--- config.mk ---
export PLATFORM = sky130hd
export DESIGN_NAME = daylight_dimming_pwm_outputs
export DESIGN_NICKNAME = d
export VERILOG_FILES = /design/src/shared/dim_pwm_pkg.sv /design/src/hw/daylight_dimming_pwm_outputs.sv /design/src/hw/pwm_channel_bank.sv /design/src/hw/sync_reset_monitor.sv
export VERILOG_INCLUDE_DIRS = /design/src /design/src/shared
export SDC_FILE = /design/constraint.sdc
export NUM_CORES = 1
export LEC_CHECK = 0
export BUFFER_PORTS_ARGS = -buffer_cell sky130_fd_sc_hd__buf_2
export CORE_MARGIN = 5
export CORE_UTILIZATION = 60
export CTS_CLUSTER_SIZE = 28
export DETAILED_ROUTE_END_ITERATION = 7
export PLACE_DENSITY = 0.8
export SYNTH_ARGS = -nofsm -noshare
export SYNTH_HDL_FRONTEND = slang
export SYNTH_HIERARCHICAL = 1
export SYNTH_SLANG_ARGS = --single-unit
--- constraint.sdc ---
create_clock -name CORE_CLK_I -period 14 [get_ports CORE_CLK_I]
set_input_delay 1.4 -clock CORE_CLK_I [delete_from_list [all_inputs] [get_ports CORE_CLK_I]]
set_output_delay 1.4 -clock CORE_CLK_I [all_outputs]
set_load 0.02 [all_outputs]
--- src/shared/dim_pwm_consts.svh ---
// Constants for the daylight dimming PWM output stage.
`ifndef DIM_PWM_CONSTS_SVH
`define DIM_PWM_CONSTS_SVH
`define CORE_CLK_HZ 100000000
`define MASTER_CLK_HZ 16000000
`define PWM_FREQ_HZ 888
`define PWM_BITS 12
`define DIM_CODE_BITS 10
`define PWM_CHANNELS 3
`define LONG_PRESS_MS 100
`define SYNC_LOSS_MS 50
`define ADDR_CTRL 8'h00
`define ADDR_NET_LEVEL 8'h04
`define ADDR_STATUS 8'h08
`define CTRL_SRC_NET_BIT 0
`define CTRL_SYNC_EN_BIT 1
`define CTRL_SRC_NET_RESET 1'h0
`define CTRL_SYNC_EN_RESET 1'h1
`define NET_LEVEL_RESET 10'h000
`define STAT_MODE_BIT 0
`define STAT_SYNC_PRESENT_BIT 1
`define STAT_SYNC_ACTIVE_BIT 2
`define STAT_LONG_PRESS_BIT 3
`define STAT_LEVEL_LSB 16
`endif

--- src/shared/dim_pwm_pkg.sv ---
// Types shared by the dimming output stage.
package dim_pwm_pkg;
    typedef enum logic {
        MODE_ANALOG_PRIMARY,
        MODE_PULSE_PRIMARY
    } out_mode_e;
    typedef logic [14:0] period_cnt_t;
    typedef logic [11:0] duty_t;
endpackage

--- src/hw/daylight_dimming_pwm_outputs.sv ---
// Dimming output stage: level selection, PWM timing, sync and Wishbone registers.
//
// What this block does
// - All output timing comes from one 16 MHz master time base.
// - Outputs are three PWMs, or analog first channel plus two PWMs, by mode.
// - Each PWM has 12-bit duty resolution and runs at 888 Hz by default.
// - All PWMs share one frequency; their edges never coincide while the level is steady and no sync restart occurs.
// - Primary output spans 0 to 100 percent, analog or pulse.
// - Second and third outputs are always PWM and follow the primary level.
// - A mode strap picks analog primary (mode 0) or pulse primary (mode 1).
// - Level comes from the dimmer input or a network command.
// - Dimmer input is a 10-bit code; lowest means full dimming.
// - PWM periods can align to an external sync signal.
// - With nothing on the sync pin, sync turns off and outputs run free.
// - Sync pin low beyond 100 ms resets; shorter lows are sync only.
//
// Design decisions made here: the Wishbone register port and the placing of the registers.
`timescale 1ns/10ps
`include "dim_pwm_consts.svh"
module daylight_dimming_pwm_outputs #(
    parameter int PWM_FREQ_HZ = `PWM_FREQ_HZ,
    parameter int LONG_CYCLES = `LONG_PRESS_MS * (`CORE_CLK_HZ / 1000),
    parameter int LOSS_CYCLES = `SYNC_LOSS_MS * (`CORE_CLK_HZ / 1000),
    parameter int PERIOD = (`MASTER_CLK_HZ + PWM_FREQ_HZ / 2) / PWM_FREQ_HZ
) (
    // Clock and reset.
    input wire logic CORE_CLK_I,
    input wire logic RST_N_I,
    // Wishbone classic slave.
    input wire logic WB_CYC_I,
    input wire logic WB_STB_I,
    input wire logic WB_WE_I,
    input wire logic [7:0] WB_ADR_I,
    input wire logic [3:0] WB_SEL_I,
    input wire logic [31:0] WB_DAT_I,
    output logic WB_ACK_O,
    output logic [31:0] WB_DAT_O,
    // Inputs from the pins.
    input wire logic [9:0] DIMMER_LEVEL_INPUT_I,
    input wire logic MODE_STRAP_I,
    input wire logic SYNC_OR_RESET_PIN_I,
    // Outputs to ballasts and drivers.
    output logic PRIMARY_ANALOG_OR_PULSE_PIN_O,
    output logic [11:0] PRIMARY_ANALOG_LEVEL_O,
    output logic SECOND_OUTPUT_ALIAS_O,
    output logic THIRD_OUTPUT_ALIAS_O,
    output logic LONG_PRESS_RESET_O
);
    localparam logic [7:0] TICK_STEP = 8'(`MASTER_CLK_HZ / 1000000);
    localparam logic [7:0] TICK_DEN = 8'(`CORE_CLK_HZ / 1000000);
    localparam int OFS = PERIOD / `PWM_CHANNELS;
    localparam logic [14:0] P15 = 15'(PERIOD);

    typedef struct packed {
        logic ack;
        logic [31:0] rdata;
        logic src_net;
        logic sync_en;
        logic [9:0] net_level;
        logic strap_done;
        dim_pwm_pkg::out_mode_e mode;
        logic [7:0] acc;
        logic tick;
        dim_pwm_pkg::period_cnt_t cnt;
        dim_pwm_pkg::duty_t level;
        dim_pwm_pkg::period_cnt_t thr;
        dim_pwm_pkg::duty_t analog;
        logic rst_req;
    } main_s;

    logic rst_meta_q;
    logic rst_n;
    main_s st_q;
    main_s st_d;
    logic sync_evt;
    logic sync_present;
    logic long_press;
    logic [2:0] pwm;
    logic [2:0] pwm_en;
    logic [8:0] acc_sum;
    logic wrap;
    logic restart;
    logic [26:0] prod;
    dim_pwm_pkg::period_cnt_t thr_raw;
    dim_pwm_pkg::period_cnt_t thr_fix;
    logic wb_req;

    // The external reset is released through two flops.
    always_ff @(posedge CORE_CLK_I or negedge RST_N_I) begin
        if (!RST_N_I) begin
            rst_meta_q <= 1'b0;
            rst_n <= 1'b0;
        end else begin
            rst_meta_q <= 1'b1;
            rst_n <= rst_meta_q;
        end
    end

    // The sync pin filter: sync events, presence and the long-press reset.
    sync_reset_monitor #(
        .LONG_CYCLES(LONG_CYCLES),
        .LOSS_CYCLES(LOSS_CYCLES)
    ) u_sync (
        .clk_i(CORE_CLK_I),
        .rst_n_i(rst_n),
        .pin_i(SYNC_OR_RESET_PIN_I),
        .sync_evt_o(sync_evt),
        .present_o(sync_present),
        .long_press_o(long_press)
    );

    // In analog mode the first comparator is held off; the others always run.
    assign pwm_en = {2'b11, st_q.strap_done && st_q.mode == dim_pwm_pkg::MODE_PULSE_PRIMARY};

    pwm_channel_bank #(
        .CHANNELS(`PWM_CHANNELS),
        .PERIOD(PERIOD)
    ) u_bank (
        .clk_i(CORE_CLK_I),
        .rst_n_i(rst_n),
        .cnt_i(st_q.cnt),
        .thr_i(st_q.thr),
        .enable_i(pwm_en),
        .pwm_o(pwm)
    );

    // A fractional accumulator makes the 16 MHz master tick from the core clock.
    assign acc_sum = {1'b0, st_q.acc} + {1'b0, TICK_STEP};
    assign wrap = st_q.tick && st_q.cnt == P15 - 15'd1;
    assign restart = sync_evt && st_q.sync_en && sync_present;
    assign wb_req = WB_CYC_I && WB_STB_I && !st_q.ack;

    // Duty threshold; a full code means always on, and values that would make
    // two staggered channels switch together are nudged by one master tick.
    assign prod = 27'(st_q.level) * 27'(PERIOD);
    assign thr_raw = (st_q.level == 12'hFFF) ? P15 : prod[26:12];
    always_comb begin
        thr_fix = thr_raw;
        if (thr_raw == 15'(OFS) || thr_raw == 15'(2 * OFS) ||
            thr_raw == 15'(PERIOD - OFS) || thr_raw == 15'(PERIOD - 2 * OFS)) begin
            thr_fix = thr_raw + 15'd1;
        end
    end

    // All block state advances here.
    always_comb begin
        st_d = st_q;
        st_d.ack = wb_req;
        st_d.rst_req = long_press;
        // The strap is caught once, on the first cycle after reset release.
        if (!st_q.strap_done) begin
            st_d.strap_done = 1'b1;
            st_d.mode = MODE_STRAP_I ? dim_pwm_pkg::MODE_PULSE_PRIMARY
                                     : dim_pwm_pkg::MODE_ANALOG_PRIMARY;
        end
        // Master time base.
        st_d.tick = acc_sum >= {1'b0, TICK_DEN};
        st_d.acc = st_d.tick ? 8'(acc_sum - {1'b0, TICK_DEN}) : acc_sum[7:0];
        // Period counter; a sync event pulls it back to the start.
        if (restart) begin
            st_d.cnt = '0;
        end else if (wrap) begin
            st_d.cnt = '0;
        end else if (st_q.tick) begin
            st_d.cnt = st_q.cnt + 15'd1;
        end
        // The code is widened to 12 bits so that zero and full scale map exactly.
        if (st_q.src_net) begin
            st_d.level = {st_q.net_level, st_q.net_level[9:8]};
        end else begin
            st_d.level = {DIMMER_LEVEL_INPUT_I, DIMMER_LEVEL_INPUT_I[9:8]};
        end
        // Duty only changes at the primary's period boundary, so no primary pulse is cut short.
        if (wrap || restart) begin
            st_d.thr = thr_fix;
        end
        st_d.analog = (st_q.mode == dim_pwm_pkg::MODE_ANALOG_PRIMARY) ? st_q.level
                                                                     : 12'h000;
        // Register writes take effect with the acknowledge.
        st_d.rdata = 32'h0000_0000;
        if (wb_req && WB_WE_I) begin
            if (WB_ADR_I == `ADDR_CTRL && WB_SEL_I[0]) begin
                st_d.src_net = WB_DAT_I[`CTRL_SRC_NET_BIT];
                st_d.sync_en = WB_DAT_I[`CTRL_SYNC_EN_BIT];
            end
            if (WB_ADR_I == `ADDR_NET_LEVEL) begin
                if (WB_SEL_I[0]) begin
                    st_d.net_level[7:0] = WB_DAT_I[7:0];
                end
                if (WB_SEL_I[1]) begin
                    st_d.net_level[9:8] = WB_DAT_I[9:8];
                end
            end
        end else if (wb_req) begin
            unique case (WB_ADR_I)
                `ADDR_CTRL: begin
                    st_d.rdata[`CTRL_SRC_NET_BIT] = st_q.src_net;
                    st_d.rdata[`CTRL_SYNC_EN_BIT] = st_q.sync_en;
                end
                `ADDR_NET_LEVEL: begin
                    st_d.rdata[9:0] = st_q.net_level;
                end
                `ADDR_STATUS: begin
                    st_d.rdata[`STAT_MODE_BIT] = st_q.mode == dim_pwm_pkg::MODE_PULSE_PRIMARY;
                    st_d.rdata[`STAT_SYNC_PRESENT_BIT] = sync_present;
                    st_d.rdata[`STAT_SYNC_ACTIVE_BIT] = sync_present && st_q.sync_en;
                    st_d.rdata[`STAT_LONG_PRESS_BIT] = long_press;
                    st_d.rdata[`STAT_LEVEL_LSB +: 12] = st_q.level;
                end
                default: begin
                    st_d.rdata = 32'h0000_0000;
                end
            endcase
        end
        // A long press puts the control registers, level, period count and threshold back to their reset values; the strapped mode is kept.
        if (long_press) begin
            st_d.src_net = `CTRL_SRC_NET_RESET;
            st_d.sync_en = `CTRL_SYNC_EN_RESET;
            st_d.net_level = `NET_LEVEL_RESET;
            st_d.cnt = '0;
            st_d.thr = '0;
            st_d.level = '0;
        end
    end

    // State register.
    always_ff @(posedge CORE_CLK_I or negedge rst_n) begin
        if (!rst_n) begin
            st_q <= '{sync_en: `CTRL_SYNC_EN_RESET, mode: dim_pwm_pkg::MODE_ANALOG_PRIMARY,
                      default: '0};
        end else begin
            st_q <= st_d;
        end
    end

    // Every top output comes from a flop here or in the comparator bank.
    assign WB_ACK_O = st_q.ack;
    assign WB_DAT_O = st_q.rdata;
    assign PRIMARY_ANALOG_OR_PULSE_PIN_O = pwm[0];
    assign SECOND_OUTPUT_ALIAS_O = pwm[1];
    assign THIRD_OUTPUT_ALIAS_O = pwm[2];
    assign PRIMARY_ANALOG_LEVEL_O = st_q.analog;
    assign LONG_PRESS_RESET_O = st_q.rst_req;

    // Helper for the edge check: cycles since the count or threshold jumped.
    logic [1:0] calm_q;
    always_ff @(posedge CORE_CLK_I or negedge rst_n) begin
        if (!rst_n) begin
            calm_q <= 2'd0;
        end else if (restart || long_press || st_d.thr != st_q.thr) begin
            calm_q <= 2'd0;
        end else if (calm_q != 2'd3) begin
            calm_q <= calm_q + 2'd1;
        end
    end

    chk_tick_rate: assert property (@(posedge CORE_CLK_I) disable iff (!rst_n)
        st_q.tick |=> !st_q.tick [*5] ##[1:2] st_q.tick)
        else $error("Master tick is not 16 MHz on average.");
    chk_analog_mode: assert property (@(posedge CORE_CLK_I) disable iff (!rst_n)
        (st_q.strap_done && st_q.mode == dim_pwm_pkg::MODE_ANALOG_PRIMARY) [*2]
        |-> !PRIMARY_ANALOG_OR_PULSE_PIN_O)
        else $error("Primary pin pulses in analog mode.");
    chk_period_wrap: assert property (@(posedge CORE_CLK_I) disable iff (!rst_n)
        (st_q.cnt < P15) and (wrap && !long_press |=> st_q.cnt == 15'd0))
        else $error("Period counter left its range.");
    chk_stagger: assert property (@(posedge CORE_CLK_I) disable iff (!rst_n)
        calm_q >= 2'd2 |-> $countones(pwm ^ $past(pwm)) <= 1)
        else $error("Two channels switched together.");
    chk_full_range: assert property (@(posedge CORE_CLK_I) disable iff (!rst_n)
        st_q.thr == P15 && pwm_en[0] ##1 st_q.thr == P15 |-> PRIMARY_ANALOG_OR_PULSE_PIN_O)
        else $error("Full level does not hold the primary high.");
    chk_zero_tracks: assert property (@(posedge CORE_CLK_I) disable iff (!rst_n)
        st_q.thr == 15'd0 ##1 st_q.thr == 15'd0 |-> pwm == 3'b000)
        else $error("Outputs active at zero level.");
    chk_dimmer_src: assert property (@(posedge CORE_CLK_I) disable iff (!rst_n)
        !st_q.src_net && !long_press |=>
        st_q.level[11:2] == $past(DIMMER_LEVEL_INPUT_I))
        else $error("Level does not follow the dimmer code.");
    chk_analog_level: assert property (@(posedge CORE_CLK_I) disable iff (!rst_n)
        st_q.mode == dim_pwm_pkg::MODE_ANALOG_PRIMARY |=>
        PRIMARY_ANALOG_LEVEL_O == $past(st_q.level))
        else $error("Analog level does not follow the dimming level.");
    chk_sync_restart: assert property (@(posedge CORE_CLK_I) disable iff (!rst_n)
        restart |=> st_q.cnt == 15'd0 ##1 st_q.cnt <= 15'd1)
        else $error("Sync event did not restart the period.");
    // Without a live sync source the count may only hold or step by one tick.
    chk_free_run: assert property (@(posedge CORE_CLK_I) disable iff (!rst_n)
        !sync_present && !wrap && !long_press |=>
        15'(st_q.cnt - $past(st_q.cnt)) <= 15'd1)
        else $error("Period count jumped without a sync source.");
    chk_long_reset: assert property (@(posedge CORE_CLK_I) disable iff (!rst_n)
        long_press |=> LONG_PRESS_RESET_O && !st_q.src_net && st_q.sync_en)
        else $error("Long press did not reset the block.");
endmodule

--- src/hw/pwm_channel_bank.sv ---
// Staggered comparators that turn one period count into several PWM outputs.
`timescale 1ns/10ps
module pwm_channel_bank #(
    parameter int CHANNELS = 3,
    parameter int PERIOD = 18018
) (
    // Clock and reset.
    input wire logic clk_i,
    input wire logic rst_n_i,
    // Shared period count and duty threshold.
    input wire dim_pwm_pkg::period_cnt_t cnt_i,
    input wire dim_pwm_pkg::period_cnt_t thr_i,
    input wire logic [CHANNELS-1:0] enable_i,
    // Registered pulse outputs.
    output logic [CHANNELS-1:0] pwm_o
);
    typedef struct packed {
        logic [CHANNELS-1:0] pwm;
    } bank_s;
    localparam int OFS = PERIOD / CHANNELS;
    bank_s st_q;
    bank_s st_d;
    logic [CHANNELS-1:0] hi;

    // Each channel sees the count shifted by its own phase, so edges are spread.
    for (genvar k = 0; k < CHANNELS; k++) begin : g_ch
        logic [15:0] sum;
        logic [15:0] phase;
        assign sum = {1'b0, cnt_i} + 16'(k * OFS);
        assign phase = (sum >= 16'(PERIOD)) ? sum - 16'(PERIOD) : sum;
        assign hi[k] = enable_i[k] && (phase < {1'b0, thr_i});
    end

    // Next state is simply the comparator results.
    always_comb begin
        st_d = st_q;
        st_d.pwm = hi;
    end

    // Outputs come straight from these flops.
    always_ff @(posedge clk_i or negedge rst_n_i) begin
        if (!rst_n_i) begin
            st_q <= '0;
        end else begin
            st_q <= st_d;
        end
    end

    assign pwm_o = st_q.pwm;
endmodule

--- src/hw/sync_reset_monitor.sv ---
// Watches the shared sync and reset pin: sync events, presence and long press.
`timescale 1ns/10ps
module sync_reset_monitor #(
    parameter int LONG_CYCLES = 10000000,
    parameter int LOSS_CYCLES = 5000000
) (
    // Clock and reset.
    input wire logic clk_i,
    input wire logic rst_n_i,
    // Pin level, already synchronous.
    input wire logic pin_i,
    // Results.
    output logic sync_evt_o,
    output logic present_o,
    output logic long_press_o
);
    typedef struct packed {
        logic prev;
        logic [23:0] low_cnt;
        logic long_press;
        logic [23:0] quiet;
        logic present;
        logic evt;
    } mon_s;
    mon_s st_q;
    mon_s st_d;

    // A low level is counted; only its release, short of a long press, is a sync.
    always_comb begin
        st_d = st_q;
        st_d.prev = pin_i;
        st_d.evt = 1'b0;
        if (!pin_i) begin
            if (st_q.low_cnt != 24'(LONG_CYCLES)) begin
                st_d.low_cnt = st_q.low_cnt + 24'd1;
            end
            if (st_q.low_cnt == 24'(LONG_CYCLES - 1)) begin
                st_d.long_press = 1'b1;
            end
        end else begin
            st_d.low_cnt = '0;
            st_d.long_press = 1'b0;
            if (!st_q.prev && !st_q.long_press) begin
                st_d.evt = 1'b1;
                st_d.present = 1'b1;
                st_d.quiet = '0;
            end
        end
        // An open pin never releases, so presence times out by itself.
        if (!st_d.evt) begin
            if (st_q.quiet != 24'(LOSS_CYCLES)) begin
                st_d.quiet = st_q.quiet + 24'd1;
            end
            if (st_q.quiet == 24'(LOSS_CYCLES - 1)) begin
                st_d.present = 1'b0;
            end
        end
    end

    // The idle pin level is high.
    always_ff @(posedge clk_i or negedge rst_n_i) begin
        if (!rst_n_i) begin
            st_q <= '{prev: 1'b1, default: '0};
        end else begin
            st_q <= st_d;
        end
    end

    assign sync_evt_o = st_q.evt;
    assign present_o = st_q.present;
    assign long_press_o = st_q.long_press;

    chk_long_press_set: assert property (@(posedge clk_i) disable iff (!rst_n_i)
        !pin_i && st_q.low_cnt == 24'(LONG_CYCLES - 1) |=> st_q.long_press)
        else $error("Long press not flagged at threshold.");
    chk_long_no_sync: assert property (@(posedge clk_i) disable iff (!rst_n_i)
        pin_i && !st_q.prev && st_q.long_press |=> !st_q.evt)
        else $error("Sync event after a long press.");
    chk_low_no_sync: assert property (@(posedge clk_i) disable iff (!rst_n_i)
        !pin_i ##1 !pin_i |-> !st_q.evt)
        else $error("Sync event while pin stays low.");
endmodule

==> impl_results.md <==
- # IOs: 110
- Routed wire per std cell: 16.8 µm
- Fmax: 164 MHz
- Count of cell types in the netlist: 103
- Slowest CP cell: dfrtp_1
- Unrepaired setup endpoints after global routing: no
- Clock root cell: clkbuf_16
- Sink Count: 150
- Gr usage total: 24.8%
- Hold buffers post-CTS: 0
- CTS clk-pin slew, worst paths: 70 ps
- Global route total overflow: 0
- Antenna violations before repair: 2
- Final HPWL DP: 21400 µm
- Core footprint: 20800 µm²
- Maximum VDD drop: 0.0928 mV
- Hold Vio Cnt, Final: 0
- Largest net degree at the start of global routing: 57
- Max-Cap Viols: 0
- Crit path largest cell delay: 590 ps
- Post-layout minimum cycle time: 6110 ps
- Crit path cell chain: inv_1 -> ha_1 -> xnor2_1 -> ha_1 -> nand2b_1 -> fa_1 -> ha_1 -> inv_1 -> fa_1 -> inv_1 -> ha_1 -> a21o_1 -> a311oi_2 -> nor2_1 -> or4_4 -> a21o_2 -> a21oi_1 -> and4_1 -> o21a_1 -> o211ai_1
- Synth async-reset ratio: 100%
- Die footprint: 24000 µm²
- First-pass GRT wire length: 49400 µm
- Die Wd: 155 µm
- Setup ws final: 7890 ps
- Final setup TNS: 0 ps
- Seq. cell area: 3760 µm²
- Routability cong.: 0.936
- Synthesized cell area: 12600 µm²
- Max_slew headroom: 31.4%
- Outcome: completed
- Number of synthesized register bits: 150
- Post-Syn Instances: 1402
- Slew @ Worst Pin: 1020 ps
- Initial Util: 60.5%
- Worst Setup Start Kind: flop
- TritonCTS clock tree: done
- CP dominant cell by count: ha_1
- Tcrit/Tclk final: 43.6%
- Req. time, crit path: 14280 ps
- WS Path Type: flop to flop
- Worst Path Buf+Inv: 3
- Area delta synth->final: 6.94%
- Pins Over Slew Limit: 0
- Clock tree buffer depth: 2
- WP data arrival: 6390 ps
- Final net count: 1647
- Iteration-0 DRC Markers: 716
- Input/output buffers: 75
- CTS H-tree depth: 4
- Vias per inst: 5.98
- Vias in the first global route: 10092
- Register area share after synthesis: 29.8%
- Pleak: 6.28 nW
- Mapped Avg Cell Area: 8.99 µm²
- Fillers: 1710
- Die height: 155 µm
- Share of the synthesized area in the top cell type: 29.4%
- Post-CTS Setup Bufs: 0
- Setup Skew: 17.5 ps
- Most common cell in the synthesized netlist: dfrtp_1
- Post-DRT Antenna Nets: 0
- Drt total wl: 28900 µm
- EDFF count, synth: 0
- Worst path top cell family by delay: adder cells
- Post-cts repair resize count: 0
- Critical-path maximum fanout: 9
- Hold/Removal Path Class: flop to asynchronous set/reset pin
- Post-synth top flop: dfrtp_1
- CP Capture Type: flop
- DRC viols: 0
- Pre-Repair DR Iteration Count: 5
- Power Density: 126 nW/µm²
- Area leader, netlist: dfrtp_1
- Layout cell share with drive strength beyond 1: 11.8%
- Top post-synthesis cells by area: dfrtp_1, ha_1, fa_1, xnor2_1, nor2_1
- Placement Rows: 53
- Synth top cells by count: dfrtp_1, ha_1, nor2_1, inv_1, nand2_1
- # setup viols final: 0
- Setup WS pre-CTS: 8040 ps
- Vias: 10258
- Yosys warns: 6
- Multi-input logic area: 7870 µm²
- Worst-Skew Late Latency: 430 ps
- Cts bufs inserted: 17
## worst register-to-register path, cell delays in order, from the launching register on
cell and delay, ps:
dfrtp_1 590, inv_1 180, ha_1 410, xnor2_1 180
ha_1 200, nand2b_1 160, fa_1 470, ha_1 290
inv_1 60, fa_1 530, inv_1 40, ha_1 390
a21o_1 220, a311oi_2 280, nor2_1 90, or4_4 560
a21o_2 220, a21oi_1 360, and4_1 390, o21a_1 220
o211ai_1 130
## worst paths after layout
check	slack [ps]	cells past startpoint	end	start
worst min-delay path	330	0	u_sync/st_q[10]	rst_n
worst max-delay path	7890	20	st_q[14]	st_q[38]
worst max register to register	7890	20	st_q[14]	st_q[38]
worst min register to register	330	0	u_sync/st_q[10]	rst_n
max in group asynchronous	12500	1	st_q[15]	rst_n
min in group CORE_CLK_I	350	0	rst_n	rst_meta_q
## report_power, final
group	internal [mW]	switching, mW	leakage (nW)	total, mW
clock network	0.291	0.204	0.312	0.494
logic	0.280	0.433	3.98	0.713
registers	0.464	0.0311	1.99	0.495
## per-stage QoR
stage / cell area, µm² / total power, mW / utilization [%] / hold WS (ps) / instances
after CTS: 13500 / 1.70 / 64.7 / 358 / 1713
after detailed placement: 12800 / 1.19 / 61.6 / 340 / 1681
after global routing: 13500 / 1.82 / 64.7 / 382 / 1714
after global placement: 12800 / 1.17 / 61.6 / 336 / 1681
after floorplan: 12600 / 1.04 / - / 331 / 1414
final: 13500 / 1.70 / 64.7 / 333 / 1714
## metal layers
layer | track usage (%) | vias to the layer above | wire, µm
met1 | 33.1 | 4980 | 12500
li1 | - | 4927 | -
met2 | 41.6 | 293 | 14100
met3 | 4.12 | 56 | 1560
met5 | 0 | - | 7
met4 | 7.82 | 2 | 660
## kinds of logic (layout without fill, tap and decap cells)
logic type,count (synthesis),after routing,synth area share [%]
fa+ha+maj,161,161,17.5
xor+xnor,101,101,7.02
buf+inv,206,230,8.12
other cells,2,15,0.0596
mux,31,31,2.50
simple gates,489,489,20.6
compound gates,262,262,14.4
flops,150,150,29.8
## flip-flops by register name, summed over array words and instances (netlist names)
register,count
u_sync/sync_evt_o,1
u_sync/present_o,1
u_sync/long_press_o,1
u_bank/pwm_o,3
LONG_PRESS_RESET_O,1
rst_n,1
WB_DAT_O,20
u_sync/st_q,49
PRIMARY_ANALOG_LEVEL_O,10
rst_meta_q,1
WB_ACK_O,1
st_q,61
## layout by cell type (no fill, tap or decap), drive strengths merged, types with 28 or more instances in the layout
cell | Yosys | layout
dfrtp | 148 | 148
a21oi | 61 | 61
nor2 | 120 | 120
inv | 117 | 125
xor2 | 47 | 47
nor3 | 37 | 37
o21ai | 60 | 60
nand3 | 46 | 46
buf | 70 | 81
xnor2 | 54 | 54
nand2 | 93 | 93
nand4 | 28 | 28
ha | 136 | 136
## final cells by class
type                    count  share of cell area [%]
diodes                      1                  0.0186
clock buffers              18                    3.19
clock inverters            14                    1.53
inverters                 117                    3.26
multi-input cells        1058                    58.4
flip-flops and latches    150                    27.9
well taps                 275                    2.55
repair buffers             81                    3.12
Note: power is estimated with default switching activity, not from simulation.
